$ cat src/hw/block_send_pkg.sv
// Package for the automatic block send engine: register map, field layout,
// reset values and the operating mode codes.
// Assumes a 32-bit APB slave port with word-aligned register offsets.
package block_send_pkg;
  // Register byte offsets
  localparam logic [7:0] OFF_MODULE_CONTROL = 8'h00;
  localparam logic [7:0] OFF_BLOCK_SEND_CONTROL = 8'h04;
  localparam logic [7:0] OFF_BLOCK_GAP_DELAY = 8'h08;
  localparam logic [7:0] OFF_BUFFER_ARMED = 8'h0C;
  localparam logic [7:0] OFF_SEND_REQUEST = 8'h10;
  localparam logic [7:0] OFF_BIT_TIMING_SETUP = 8'h14;

  // Field positions
  localparam int OPSEL_LSB = 0;
  localparam int BUS_SEND_STATUS_BIT = 8;
  localparam int TRIGGER_BIT = 0;
  localparam int ENGINE_CLEAR_BIT = 1;
  localparam int POINTER_LSB = 8;
  localparam int PRESCALE_LSB = 0;
  localparam int QUANTA_LSB = 8;

  // Operating select codes
  localparam logic [2:0] OPSEL_INIT = 3'h0;
  localparam logic [2:0] OPSEL_BLOCK = 3'h2;

  // Block area and reset values
  localparam int BLOCK_BUFFERS = 8;
  localparam logic [2:0] LAST_BLOCK_BUFFER = 3'h7;
  localparam logic [2:0] POINTER_RESET = 3'h0;
  localparam logic [7:0] GAP_RESET = 8'h00;
  localparam logic [7:0] PRESCALE_RESET = 8'h00;
  localparam logic [4:0] QUANTA_RESET = 5'h07;

  // Engine states
  typedef enum logic [1:0] {ENG_IDLE, ENG_SEND, ENG_GAP} engine_state_t;
endpackage

$ cat src/hw/block_send_engine.sv
// Automatic block send engine with send-request abort handling, APB slave.
// Assumes a protocol core that arbitrates send_request by identifier and
// reports frame_start / frame_done pulses with the buffer number.
//
// The implementer's own choices: the register offsets and register access over APB.
module block_send_engine #(
  parameter int NBUF = 32
) (
  input wire logic pclk,
  input wire logic presetn,
  input wire logic psel,
  input wire logic penable,
  input wire logic pwrite,
  input wire logic [7:0] paddr,
  input wire logic [31:0] pwdata,
  output logic [31:0] prdata,
  output logic pready,
  output logic pslverr,
  input wire logic frame_start,
  input wire logic frame_done,
  input wire logic frame_ok,
  input wire logic [4:0] frame_buffer,
  output logic [NBUF-1:0] send_request,
  output logic history_record,
  output logic [4:0] history_buffer
);
  localparam int NB = block_send_pkg::BLOCK_BUFFERS;

  block_send_pkg::engine_state_t state;
  logic [2:0] operating_select;
  logic trigger;
  logic engine_clear;
  logic abort_pending;
  logic req_at_abort;
  logic [2:0] pointer;
  logic [7:0] gap_delay;
  logic [NB-1:0] buffer_armed;
  logic [7:0] prescale;
  logic [4:0] quanta;
  logic busy;
  logic [4:0] busy_buffer;
  logic [NBUF-1:0] abort_late;
  logic gap_done;

  // APB decode
  wire setup = psel && !penable;
  wire wr_acc = psel && penable && pready && pwrite;
  wire hit_mc = (paddr == block_send_pkg::OFF_MODULE_CONTROL);
  wire hit_bc = (paddr == block_send_pkg::OFF_BLOCK_SEND_CONTROL);
  wire hit_gd = (paddr == block_send_pkg::OFF_BLOCK_GAP_DELAY);
  wire hit_ba = (paddr == block_send_pkg::OFF_BUFFER_ARMED);
  wire hit_sr = (paddr == block_send_pkg::OFF_SEND_REQUEST);
  wire hit_bt = (paddr == block_send_pkg::OFF_BIT_TIMING_SETUP);
  wire mapped = hit_mc | hit_bc | hit_gd | hit_ba | hit_sr | hit_bt;
  wire block_mode = (operating_select == block_send_pkg::OPSEL_BLOCK);
  wire wr_trig_set = wr_acc && hit_bc && pwdata[block_send_pkg::TRIGGER_BIT];
  wire wr_trig_clr = wr_acc && hit_bc && !pwdata[block_send_pkg::TRIGGER_BIT];
  wire wr_clear = wr_acc && hit_bc && pwdata[block_send_pkg::ENGINE_CLEAR_BIT];

  // Frame completion seen for the buffer the engine is waiting on
  wire done_ok = frame_done && frame_ok;
  wire block_done = frame_done && (state == block_send_pkg::ENG_SEND) && (busy_buffer == {2'b00, pointer});
  wire [2:0] next_pointer = pointer + 3'h1;
  wire at_last = (pointer == block_send_pkg::LAST_BLOCK_BUFFER);
  wire armed_now = buffer_armed[pointer];
  wire start_ok = (state == block_send_pkg::ENG_IDLE) && trigger && block_mode && !engine_clear;
  wire gap_start = block_done && frame_ok && !at_last && !abort_pending;

  // Read mux: the engine exposes its pointer and the bus status
  wire [31:0] rd_mc = {23'h0, busy, 5'h00, operating_select};
  wire [31:0] rd_bc = {21'h0, pointer, 6'h00, engine_clear, trigger};
  wire [31:0] rd_bt = {19'h0, quanta, prescale};
  wire [31:0] rd_val = hit_mc ? rd_mc :
                       hit_bc ? rd_bc :
                       hit_gd ? {24'h0, gap_delay} :
                       hit_ba ? {24'h0, buffer_armed} :
                       hit_sr ? {{(32-NBUF){1'b0}}, send_request} :
                       hit_bt ? rd_bt : 32'h0;

  // No wait state: the answer is registered in the setup cycle
  always_ff @(posedge pclk or negedge presetn) begin
    if (!presetn) begin
      pready <= 1'b0;
      pslverr <= 1'b0;
      prdata <= 32'h0;
    end else begin
      pready <= setup;
      pslverr <= setup && !mapped;
      prdata <= (setup && !pwrite) ? rd_val : 32'h0;
    end
  end

  // Plain configuration registers
  always_ff @(posedge pclk or negedge presetn) begin
    if (!presetn) begin
      operating_select <= block_send_pkg::OPSEL_INIT;
      gap_delay <= block_send_pkg::GAP_RESET;
      buffer_armed <= '0;
      prescale <= block_send_pkg::PRESCALE_RESET;
      quanta <= block_send_pkg::QUANTA_RESET;
    end else if (wr_acc) begin
      if (hit_mc) operating_select <= pwdata[block_send_pkg::OPSEL_LSB +: 3];
      if (hit_gd) gap_delay <= pwdata[7:0];
      if (hit_ba) buffer_armed <= pwdata[NB-1:0];
      if (hit_bt) begin
        prescale <= pwdata[block_send_pkg::PRESCALE_LSB +: 8];
        quanta <= pwdata[block_send_pkg::QUANTA_LSB +: 5];
      end
    end
  end

  // Bus status: which buffer the core has on the bus
  always_ff @(posedge pclk or negedge presetn) begin
    if (!presetn) begin
      busy <= 1'b0;
      busy_buffer <= 5'h00;
    end else if (frame_start) begin
      busy <= 1'b1;
      busy_buffer <= frame_buffer;
    end else if (frame_done) begin
      busy <= 1'b0;
    end
  end

  // Block engine sequencing, trigger and pointer
  always_ff @(posedge pclk or negedge presetn) begin
    if (!presetn) begin
      state <= block_send_pkg::ENG_IDLE;
      trigger <= 1'b0;
      engine_clear <= 1'b0;
      pointer <= block_send_pkg::POINTER_RESET;
      abort_pending <= 1'b0;
      req_at_abort <= 1'b0;
    end else begin
      if (engine_clear) begin
        engine_clear <= 1'b0;
        pointer <= block_send_pkg::POINTER_RESET;
      end else if (wr_clear && !trigger && state == block_send_pkg::ENG_IDLE) begin
        engine_clear <= 1'b1;
      end
      if (wr_trig_set && state == block_send_pkg::ENG_IDLE) begin
        trigger <= 1'b1;
      end
      unique case (state)
        block_send_pkg::ENG_IDLE: begin
          if (start_ok && armed_now) begin
            state <= block_send_pkg::ENG_SEND;
          end else if (start_ok) begin
            trigger <= 1'b0;
          end
          if (wr_trig_clr) trigger <= 1'b0;
        end
        block_send_pkg::ENG_SEND: begin
          if (wr_trig_clr && !abort_pending) begin
            abort_pending <= 1'b1;
            req_at_abort <= send_request[pointer];
          end
          if (block_done && frame_ok) begin
            pointer <= at_last ? block_send_pkg::POINTER_RESET : next_pointer;
            abort_pending <= 1'b0;
            if (at_last || abort_pending) begin
              trigger <= 1'b0;
              state <= block_send_pkg::ENG_IDLE;
            end else begin
              state <= block_send_pkg::ENG_GAP;
            end
          end else if (block_done && abort_pending) begin
            pointer <= req_at_abort ? pointer : next_pointer;
            abort_pending <= 1'b0;
            trigger <= 1'b0;
            state <= block_send_pkg::ENG_IDLE;
          end
        end
        block_send_pkg::ENG_GAP: begin
          if (wr_trig_clr) begin
            trigger <= 1'b0;
            state <= block_send_pkg::ENG_IDLE;
          end else if (gap_done && armed_now) begin
            state <= block_send_pkg::ENG_SEND;
          end else if (gap_done) begin
            trigger <= 1'b0;
            state <= block_send_pkg::ENG_IDLE;
          end
        end
      endcase
    end
  end

  // Gap between block requests, in data bit times
  bit_gap_timer #(.GAP_W(8)) gap_timer (
    .pclk(pclk),
    .presetn(presetn),
    .start(gap_start),
    .cancel(wr_trig_clr),
    .gap(gap_delay),
    .prescale(prescale),
    .quanta(quanta),
    .done(gap_done)
  );

  // Send request bits. The engine owns bits 0..7 in block mode and raises
  // only one at a time, so the core's identifier search never reorders the
  // block; the other buffers stay open to software and to that search.
  wire [NBUF-1:0] sw_set = (wr_acc && hit_sr) ? pwdata[NBUF-1:0] : '0;
  wire [NBUF-1:0] sw_clr = (wr_acc && hit_sr) ? ~pwdata[NBUF-1:0] & send_request : '0;
  wire eng_raise = (start_ok && armed_now) || (state == block_send_pkg::ENG_GAP && gap_done && armed_now
                   && !wr_trig_clr);
  wire eng_drop = block_done && (frame_ok || abort_pending);
  wire [NBUF-1:0] blk_mask = block_mode ? {{(NBUF-NB){1'b0}}, {NB{1'b1}}} : '0;

  always_ff @(posedge pclk or negedge presetn) begin
    if (!presetn) begin
      send_request <= '0;
      abort_late <= '0;
    end else begin
      for (int m = 0; m < NBUF; m++) begin
        if (eng_raise && m == int'(pointer) && block_mode) begin
          send_request[m] <= 1'b1;
        end else if (eng_drop && m == int'(pointer)) begin
          send_request[m] <= 1'b0;
        end else if (frame_done && busy_buffer == 5'(m) && (frame_ok || abort_late[m])) begin
          send_request[m] <= 1'b0;
          abort_late[m] <= 1'b0;
        end else if (sw_clr[m] && !blk_mask[m]) begin
          // A buffer already on the bus finishes its frame first
          if (busy && busy_buffer == 5'(m)) abort_late[m] <= 1'b1;
          else send_request[m] <= 1'b0;
        end else if (sw_set[m] && !blk_mask[m]) begin
          send_request[m] <= 1'b1;
        end
      end
    end
  end

  // In block mode, history list entries are only for buffers outside the block area
  wire from_block = block_mode && (busy_buffer < 5'(NB));
  always_ff @(posedge pclk or negedge presetn) begin
    if (!presetn) begin
      history_record <= 1'b0;
      history_buffer <= 5'h00;
    end else begin
      history_record <= done_ok && !from_block;
      history_buffer <= done_ok ? busy_buffer : history_buffer;
    end
  end

  // Assertions
  trig_hold_a: assert property (@(posedge pclk) disable iff (!presetn)
    (state == block_send_pkg::ENG_SEND && wr_trig_clr && !block_done) |=> trigger)
    else $error("trigger dropped during a block frame");
  last_done_a: assert property (@(posedge pclk) disable iff (!presetn)
    (block_done && frame_ok && at_last) |=> !trigger && pointer == 3'h0)
    else $error("block did not end after buffer 7");
  one_block_a: assert property (@(posedge pclk) disable iff (!presetn)
    block_mode |-> $countones(send_request[NB-1:0]) <= 1)
    else $error("more than one block request pending");
  disarm_stop_a: assert property (@(posedge pclk) disable iff (!presetn)
    (start_ok && !armed_now) |=> !trigger && $stable(pointer))
    else $error("disarmed buffer did not stop the block");
  clear_self_a: assert property (@(posedge pclk) disable iff (!presetn)
    engine_clear |=> !engine_clear && pointer == 3'h0)
    else $error("engine clear not completed");
  good_next_a: assert property (@(posedge pclk) disable iff (!presetn)
    (block_done && frame_ok && !at_last) |=> pointer == $past(next_pointer))
    else $error("pointer not advanced after good frame");
  bad_abort_a: assert property (@(posedge pclk) disable iff (!presetn)
    (block_done && !frame_ok && abort_pending && req_at_abort) |=> $stable(pointer) && !trigger)
    else $error("pointer moved after failed aborted frame");
  no_history_a: assert property (@(posedge pclk) disable iff (!presetn)
    (done_ok && from_block) |=> !history_record)
    else $error("block frame recorded in history");
  start_req_a: assert property (@(posedge pclk) disable iff (!presetn)
    (start_ok && armed_now && pointer == 3'h0) |=> send_request[0])
    else $error("buffer 0 request not raised on trigger");
endmodule

$ cat src/hw/bit_gap_timer.sv
// Gap timer: counts a number of data bit times after a start pulse.
// Assumes the bit time is (prescale+1) clocks per quantum times (quanta+1) quanta.
module bit_gap_timer #(
  parameter int GAP_W = 8
) (
  input wire logic pclk,
  input wire logic presetn,
  input wire logic start,
  input wire logic cancel,
  input wire logic [GAP_W-1:0] gap,
  input wire logic [7:0] prescale,
  input wire logic [4:0] quanta,
  output logic done
);
  logic running;
  logic [GAP_W-1:0] bits_left;
  logic [7:0] clk_cnt;
  logic [4:0] tq_cnt;
  wire tq_tick = (clk_cnt == prescale);
  wire bit_tick = tq_tick && (tq_cnt == quanta);
  wire last_bit = bit_tick && (bits_left == {{(GAP_W-1){1'b0}}, 1'b1});

  // A zero gap finishes on the very next edge so no bus time is lost
  always_ff @(posedge pclk or negedge presetn) begin
    if (!presetn) begin
      running <= 1'b0;
      done <= 1'b0;
    end else begin
      done <= 1'b0;
      if (cancel) begin
        running <= 1'b0;
      end else if (start) begin
        running <= (gap != '0);
        done <= (gap == '0);
      end else if (running && last_bit) begin
        running <= 1'b0;
        done <= 1'b1;
      end
    end
  end

  // Prescale and quantum counters restart with each gap
  always_ff @(posedge pclk or negedge presetn) begin
    if (!presetn) begin
      clk_cnt <= 8'h00;
      tq_cnt <= 5'h00;
      bits_left <= '0;
    end else if (start) begin
      clk_cnt <= 8'h00;
      tq_cnt <= 5'h00;
      bits_left <= gap;
    end else if (running) begin
      clk_cnt <= tq_tick ? 8'h00 : clk_cnt + 8'h01;
      if (tq_tick) begin
        tq_cnt <= bit_tick ? 5'h00 : tq_cnt + 5'h01;
      end
      if (bit_tick) begin
        bits_left <= bits_left - {{(GAP_W-1){1'b0}}, 1'b1};
      end
    end
  end
endmodule

$ cat config.mk
export PLATFORM = sky130hd
export DESIGN_NAME = block_send_engine
export DESIGN_NICKNAME = d
export VERILOG_FILES = /design/src/hw/block_send_pkg.sv /design/src/hw/block_send_engine.sv /design/src/hw/bit_gap_timer.sv
export SDC_FILE = /design/constraint.sdc
export NUM_CORES = 1
export LEC_CHECK = 0
export ABC_AREA = 1
export BUFFER_PORTS_ARGS = -buffer_cell sky130_fd_sc_hd__buf_2
export CORE_ASPECT_RATIO = 0.7
export CORE_MARGIN = 3
export CORE_UTILIZATION = 55
export CTS_CLUSTER_SIZE = 40
export DETAILED_ROUTE_END_ITERATION = 10
export GPL_TIMING_DRIVEN = 0
export PLACE_DENSITY = 0.82
export SYNTH_ARGS = -nofsm -noshare
export SYNTH_HDL_FRONTEND = slang
export SYNTH_SLANG_ARGS = --single-unit
$ cat constraint.sdc
create_clock -name pclk -period 3.39 [get_ports pclk]
set_input_delay 0.1695 -clock pclk [delete_from_list [all_inputs] [get_ports pclk]]
set_output_delay 0.1695 -clock pclk [all_outputs]
set_load 0.05 [all_outputs]
---- Yosys cells after proc, flatten, opt, wreduce, memory -nomap -nowiden ----
Index checks and enable logic that the tools add are counted.
word-level totals
  bits in registers ....................... 174
  word-level logic and storage cells ...... 984
cells by class
  add/subtract/negate cells ............... 4
  magnitude comparators ................... 3
  equal/unequal tests ..................... 87
  multiplexer cells ....................... 302
  bitwise gates (word level) .............. 23
  reduce and logical (&&, ||, !) cells .... 478
operator list
  cell                                           count
  two-way mux 1 bit                              265
  two-way mux 32 bit                             8
  logical AND 1 bit                              220
  nonzero test 2 bit                             68
  AND reduction 2 bit                            64
  == test 5 bit, second input constant           16
  nonzero test 3 bit                             26
  inequality test 3 bit, second input constant   24
  two-way mux 8 bit                              7
  == test 5 x 4 -> 1 bit, second input constant  8
  inequality test 5 bit, second input constant   8
  nonzero test 5 bit                             8
  logical OR 1 bit                               35
  bitwise AND 32 bit                             1
  inverter 32 bit                                1
  AND reduction 4 bit                            8
  logical NOT 1 bit, first input constant        24
  == test 5 x 3 -> 1 bit, second input constant  4
  two-way mux 5 bit                              4
  logical NOT 1 bit                              18
  two-way mux 3 bit                              6
  == test 8 x 4 -> 1 bit, second input constant  2
  == test 8 x 5 -> 1 bit, second input constant  2
  logical NOT 8 bit                              2
  other kinds (37)                               68

---- Longest topological paths before layout ----
  depth after elaboration ................. 12
  mapped depth ............................ 14

---- Modules after synthesis ----
Synthesis repeated with hierarchy kept, for this count alone.
second synthesis, totals
  cells, all modules ...................... 1,444
  area total of the unflattened synthesis .. 10,511.3 um2
modules (own cells, without submodules)
  module             times used  cells each  area an instance (um2)  sequential area each (um2)
  block_send_engine  1           1,175       8,788.4                 3,782.4
  bit_gap_timer      1           269         1,722.9                 575.6

---- Worst setup path before layout ----
Ideal clock, no wire load.
  path type ............................... register -> register
  from .................................... reg pready
  to ...................................... reg abort_late[1]
  library setup time ...................... 0.117 ns
  data arrival time ....................... 1.936 ns
  slack ................................... 1.337 ns
  stages on the path, launching flop included .. 11
  path through ............................ dfrtp_1 -> nand2_1 -> nor2_2 -> nand3_1 -> nor2_1 -> buf_2 -> nand3_1 -> o21ai_1 -> nand3_1 -> nand2_1 -> nand2_1
between the ends
  word-level cells in the longest chain between the ends .. 11
RTL lines
  element                                   RTL line                  text
  start, declared                           block_send_engine.sv:17   output logic pready,
  start signal, assigned                    block_send_engine.sv:87   pready <= setup;
  logical AND 1 bit (*) (2 in series)       block_send_engine.sv:47   wire wr_acc = psel && penable && pready && pwrite;
  logical AND 1 bit (2 in series)           block_send_engine.sv:57   wire wr_trig_clr = wr_acc && hit_bc && !pwdata[block_send_pkg::TRIGGER_BIT];
  logical NOT 1 bit                         block_send_engine.sv:207  && !wr_trig_clr);
  logical AND 1 bit                         block_send_engine.sv:207
  logical OR 1 bit                          block_send_engine.sv:206  wire eng_raise = (start_ok && armed_now) || (state == block_send_pkg::ENG_GAP && gap_done && armed_now
  logical AND 1 bit (2 in series)           block_send_engine.sv:217  if (eng_raise && m == int'(pointer) && block_mode) begin
  inverter 1 bit (no source line)           n/a
  AND reduction 4 bit (no source line) (*)  n/a
  end signal, assigned                      block_send_engine.sv:214  abort_late <= '0;
  end signal, assigned by index             block_send_engine.sv:223  abort_late[m] <= 1'b0;
  end signal, assigned by index             block_send_engine.sv:226  if (busy && busy_buffer == 5'(m)) abort_late[m] <= 1'b1;
  end, declared                             block_send_engine.sv:42   logic [NBUF-1:0] abort_late;
Mark *: on every way between the ends. The rest lies on a longest branch, timed or not.
A chain may end at the register's enable or synchronous reset.

---- Final worst setup path ----
  from .................................... in penable
  to ...................................... reg abort_late[1]
between the ends
  word-level cells in the longest chain between the ends .. 12
RTL lines
  element                                   RTL line                  text
  start, declared                           block_send_engine.sv:12   input wire logic penable,
  logical AND 1 bit (*) (3 in series)       block_send_engine.sv:47
  logical AND 1 bit (2 in series)           block_send_engine.sv:57
  logical NOT 1 bit                         block_send_engine.sv:207
  logical AND 1 bit                         block_send_engine.sv:207
  logical OR 1 bit                          block_send_engine.sv:206
  logical AND 1 bit (2 in series)           block_send_engine.sv:217
  inverter 1 bit (no source line)           n/a
  AND reduction 4 bit (no source line) (*)  n/a
Marks and branches as above.

==> flow_summary.yaml <==
status:
  run_status: "finished clean"
synthesis:
  seq_area_frac_synth: 0.4406
  post-synth-top-count-cell: "nand2_1"
  synth_edf_count: 0
  netlist_area_sq_um: 9892
  syn_avg_cell_area_sq_um: 7.449
  synth_top_cell_by_area: "dfrtp_1"
  synth_ff_type: "dfrtp_1"
  yosysTopAreaCellShare: 0.4326
  synthArstFlopShare: 1.000
  yosys_warnings: 0
  syn_inst: 1328
  ys_ff_latch: 174
  synth_commonest_cells: "nand2_1 (325), inv_1 (184), dfrtp_1 (171)"
  synth_nets: 1394
  ys_types: 52
  synth_area_leaders: "dfrtp_1 (43%), nand2_1 (12%), inv_1 (7.0%)"
timing:
  tightest_slew_ns: 0.7769
  fmax_mhz: 387.8
  slew_violations: 0
  finalSetupViolCount: 0
  fin_crit_sh: 0.7608
  fin_tns_setup_ns: 0
  slew_headroom: 0.4821
  hold_viol: 0
  layout_min_cycle_time_ns: 2.579
  hold_ws_ns: 0.005624
  skew_ns: 0.009051
  rsz0062_at_grt: "false"
route:
  wirelength_um: 30150
  detail-route-antenna-nets: 0
  routedWlPerCell_um: 17.44
  dr.pass1.iters: 6
  vias_per_cell: 5.810
  post-route-drc-count: 0
  num_vias: 10045
  drtIter0Drc: 1453
finish:
  fin_util: 0.6661
  nets: 1551
  drive_gt1_frac: 0.1389
  areaGrowthSynthToFinish_pct: 16.94
  num_antenna_cells: 0
worst_setup_path:
  required_ns: 3.72
  worstSetupPathType: "in -> reg"
  crit_chain: "dlygate4sd3_1, buf_2, nand2_1, nor2_2, nand3_1, nor2_1, buf_2, nand3_1, o21ai_1, nand3_1, nand2_1, nand2_1"
  max_stage_delay_ns: 0.52
  rrSetupSlack_ns: 0.84
  cp_max_fo: 10
  cp_slowest_cell: "dlygate4sd3_1"
  cp-end-kind: "register"
  path_buf_inv: 3
  crit_family: "simple AND/OR/NAND/NOR gates"
  crit_path_start_kind: "primary input"
  worstPathArrival_ns: 2.91
die:
  fp.coreArea_sq_um: 17370
  ios: 125
  die_area_sq_um: 19660
  dieWidth_um: 166.3
  initial_utilization: 0.5696
  rows: 40
  die_height_um: 118.2
cts:
  cts.clk_slew.worst_paths_ns: 0.07
  clock_latency_ns: 0.45
  cts_buffer_depth: 2
  cts_buffers: 17
  cts_root_buffer: "clkbuf_16"
  cts.sinks: 174
  cts_tree: "yes"
  htreeDepth: 4
pwr:
  powerDensity_nw_per_um2: 541.2
  power_mw: 6.261
  ir_worst_vdd_v: 0.0005087
  power_leakage_nw: 5.834
run:
  cap_violations: 0
place:
  gp_congestion: 1.001
  numPortBuffers: 124
  dpl.hpwl_um: 22390
global_route:
  antenna_found_initial: 1
  grt_max_degree: 99
  grt_pass1_wl_um: 48040
  grt_pass1_vias: 9324
  grt_overflow: 0
  grt_use_total: 0.3060
worst_hold_path:
  worst_hold_path_type: "in -> reg"
through the flow:
stage	std cells	worst slack [ns]	area, sq um
finish	1729	0.8110	11570
global route	1729	0.6443	11570
CTS	1729	0.9420	11570
detailed placement	1684	1.004	10840
global placement	1683	-0.6012	10800
floorplan	1328	1.337	9892
where the power goes:
part	switching (mW)	internal [mW]	total, mW
logic	1.27	0.448	1.72
registers	0.210	2.30	2.51
clock network	0.910	1.12	2.03
total	2.39	3.87	6.26
cell families after synthesis:
group,after synthesis,share of synthesized area
XOR/XNOR,24,0.02125
adder cells (fa/ha/maj),13,0.01644
AND/OR/NAND/NOR,654,0.2967
multiplexers,5,0.005565
AO/OA/AOI/OAI,226,0.1288
flip-flops,174,0.4406
buffers and inverters,232,0.09069
worst reg2reg max path, stage by stage (launching register included):
cell     delay, ns
dfrtp_1       0.34
nand2_1       0.06
nor2_2        0.45
nand3_1       0.37
nor2_1        0.29
buf_2         0.30
nand3_1       0.18
o21ai_1       0.21
nand3_1       0.11
nand2_1       0.06
nand2_1       0.05
registers in the layout (all words and copies together) (netlist names), 2 cells and up:
| signal | count |
|---|---|
| gap_timer.clk_cnt | 8 |
| history_buffer | 5 |
| busy_buffer | 5 |
| gap_timer.tq_cnt | 5 |
| quanta | 5 |
| prescale | 8 |
| gap_delay | 8 |
| send_request | 32 |
| operating_select | 3 |
| pointer | 3 |
| prdata | 32 |
| buffer_armed | 8 |
| gap_timer.bits_left | 8 |
| state | 2 |
| abort_late | 32 |
cells in the final DEF, fill, tap and decap left out, types with 6 or more instances in the layout:
| master | synthesis | routed |
|---|---|---|
| a22oi_1 | 8 | 8 |
| o21ai_1 | 11 | 11 |
| inv_1 | 184 | 184 |
| a211oi_1 | 9 | 9 |
| o211ai_1 | 8 | 8 |
| nand3b_1 | 16 | 16 |
| buf_2 | 10 | 133 |
| dfrtp_1 | 171 | 171 |
| nand2_1 | 325 | 325 |
| nor3_1 | 47 | 47 |
| nand4_1 | 24 | 24 |
| xor2_1 | 19 | 19 |
| dlygate4sd3_1 | 0 | 13 |
| a21oi_1 | 28 | 28 |
| o22ai_1 | 15 | 15 |
| clkbuf_16 | 0 | 17 |
| ha_1 | 13 | 13 |
| o21ai_0 | 128 | 128 |
| nor2_1 | 124 | 124 |
| nor4_1 | 8 | 8 |
| nand3_1 | 80 | 80 |
| clkbuf_1 | 25 | 26 |
| nor4_2 | 8 | 8 |
| a221oi_1 | 6 | 6 |
cell type report:
class,count,area [sq um]
sequential,174,4358
buffer,41,177.7
tap,231,289.0
timing repair buffer,138,788.3
inverter,191,719.4
clock inverter,13,155.1
multi-input combinational,922,4637
fill,1466,5799
clock buffer,19,442.9
metal layers:
| metal | routed length, um | global-route usage | part of all wire |
|---|---|---|---|
| met1 | 12980 | 0.4587 | 0.43 |
| met2 | 12340 | 0.4286 | 0.41 |
| met3 | 4156 | 0.08927 | 0.14 |
| met4 | 663 | 0.09428 | 0.022 |
| met5 | 13 | 0 | 0.00043 |
timing repair:
action                                 4_1_cts  5_1_grt
resized for setup                            0        0
hold buffers                                13        0
setup buffers                                0        0
endpoints found under the hold margin       86        0
path summary, 6_finish.rpt:
kind	from	end	depth (start not counted)
min in group asynchronous	presetn	gap_timer.clk_cnt[1]$_DFFE_PN0P_	2
max reg2reg	pready$_DFF_PN0_	abort_late[1]$_DFFE_PN0P_	10
max in group asynchronous	presetn	quanta[0]$_DFFE_PN1P_	3
min reg2reg	abort_late[0]$_DFFE_PN0P_	abort_late[0]$_DFFE_PN0P_	2
max	penable	abort_late[1]$_DFFE_PN0P_	12
min	pwdata[28]	send_request[28]$_DFFE_PN0P_	3
(Power assumes the default switching activity.)
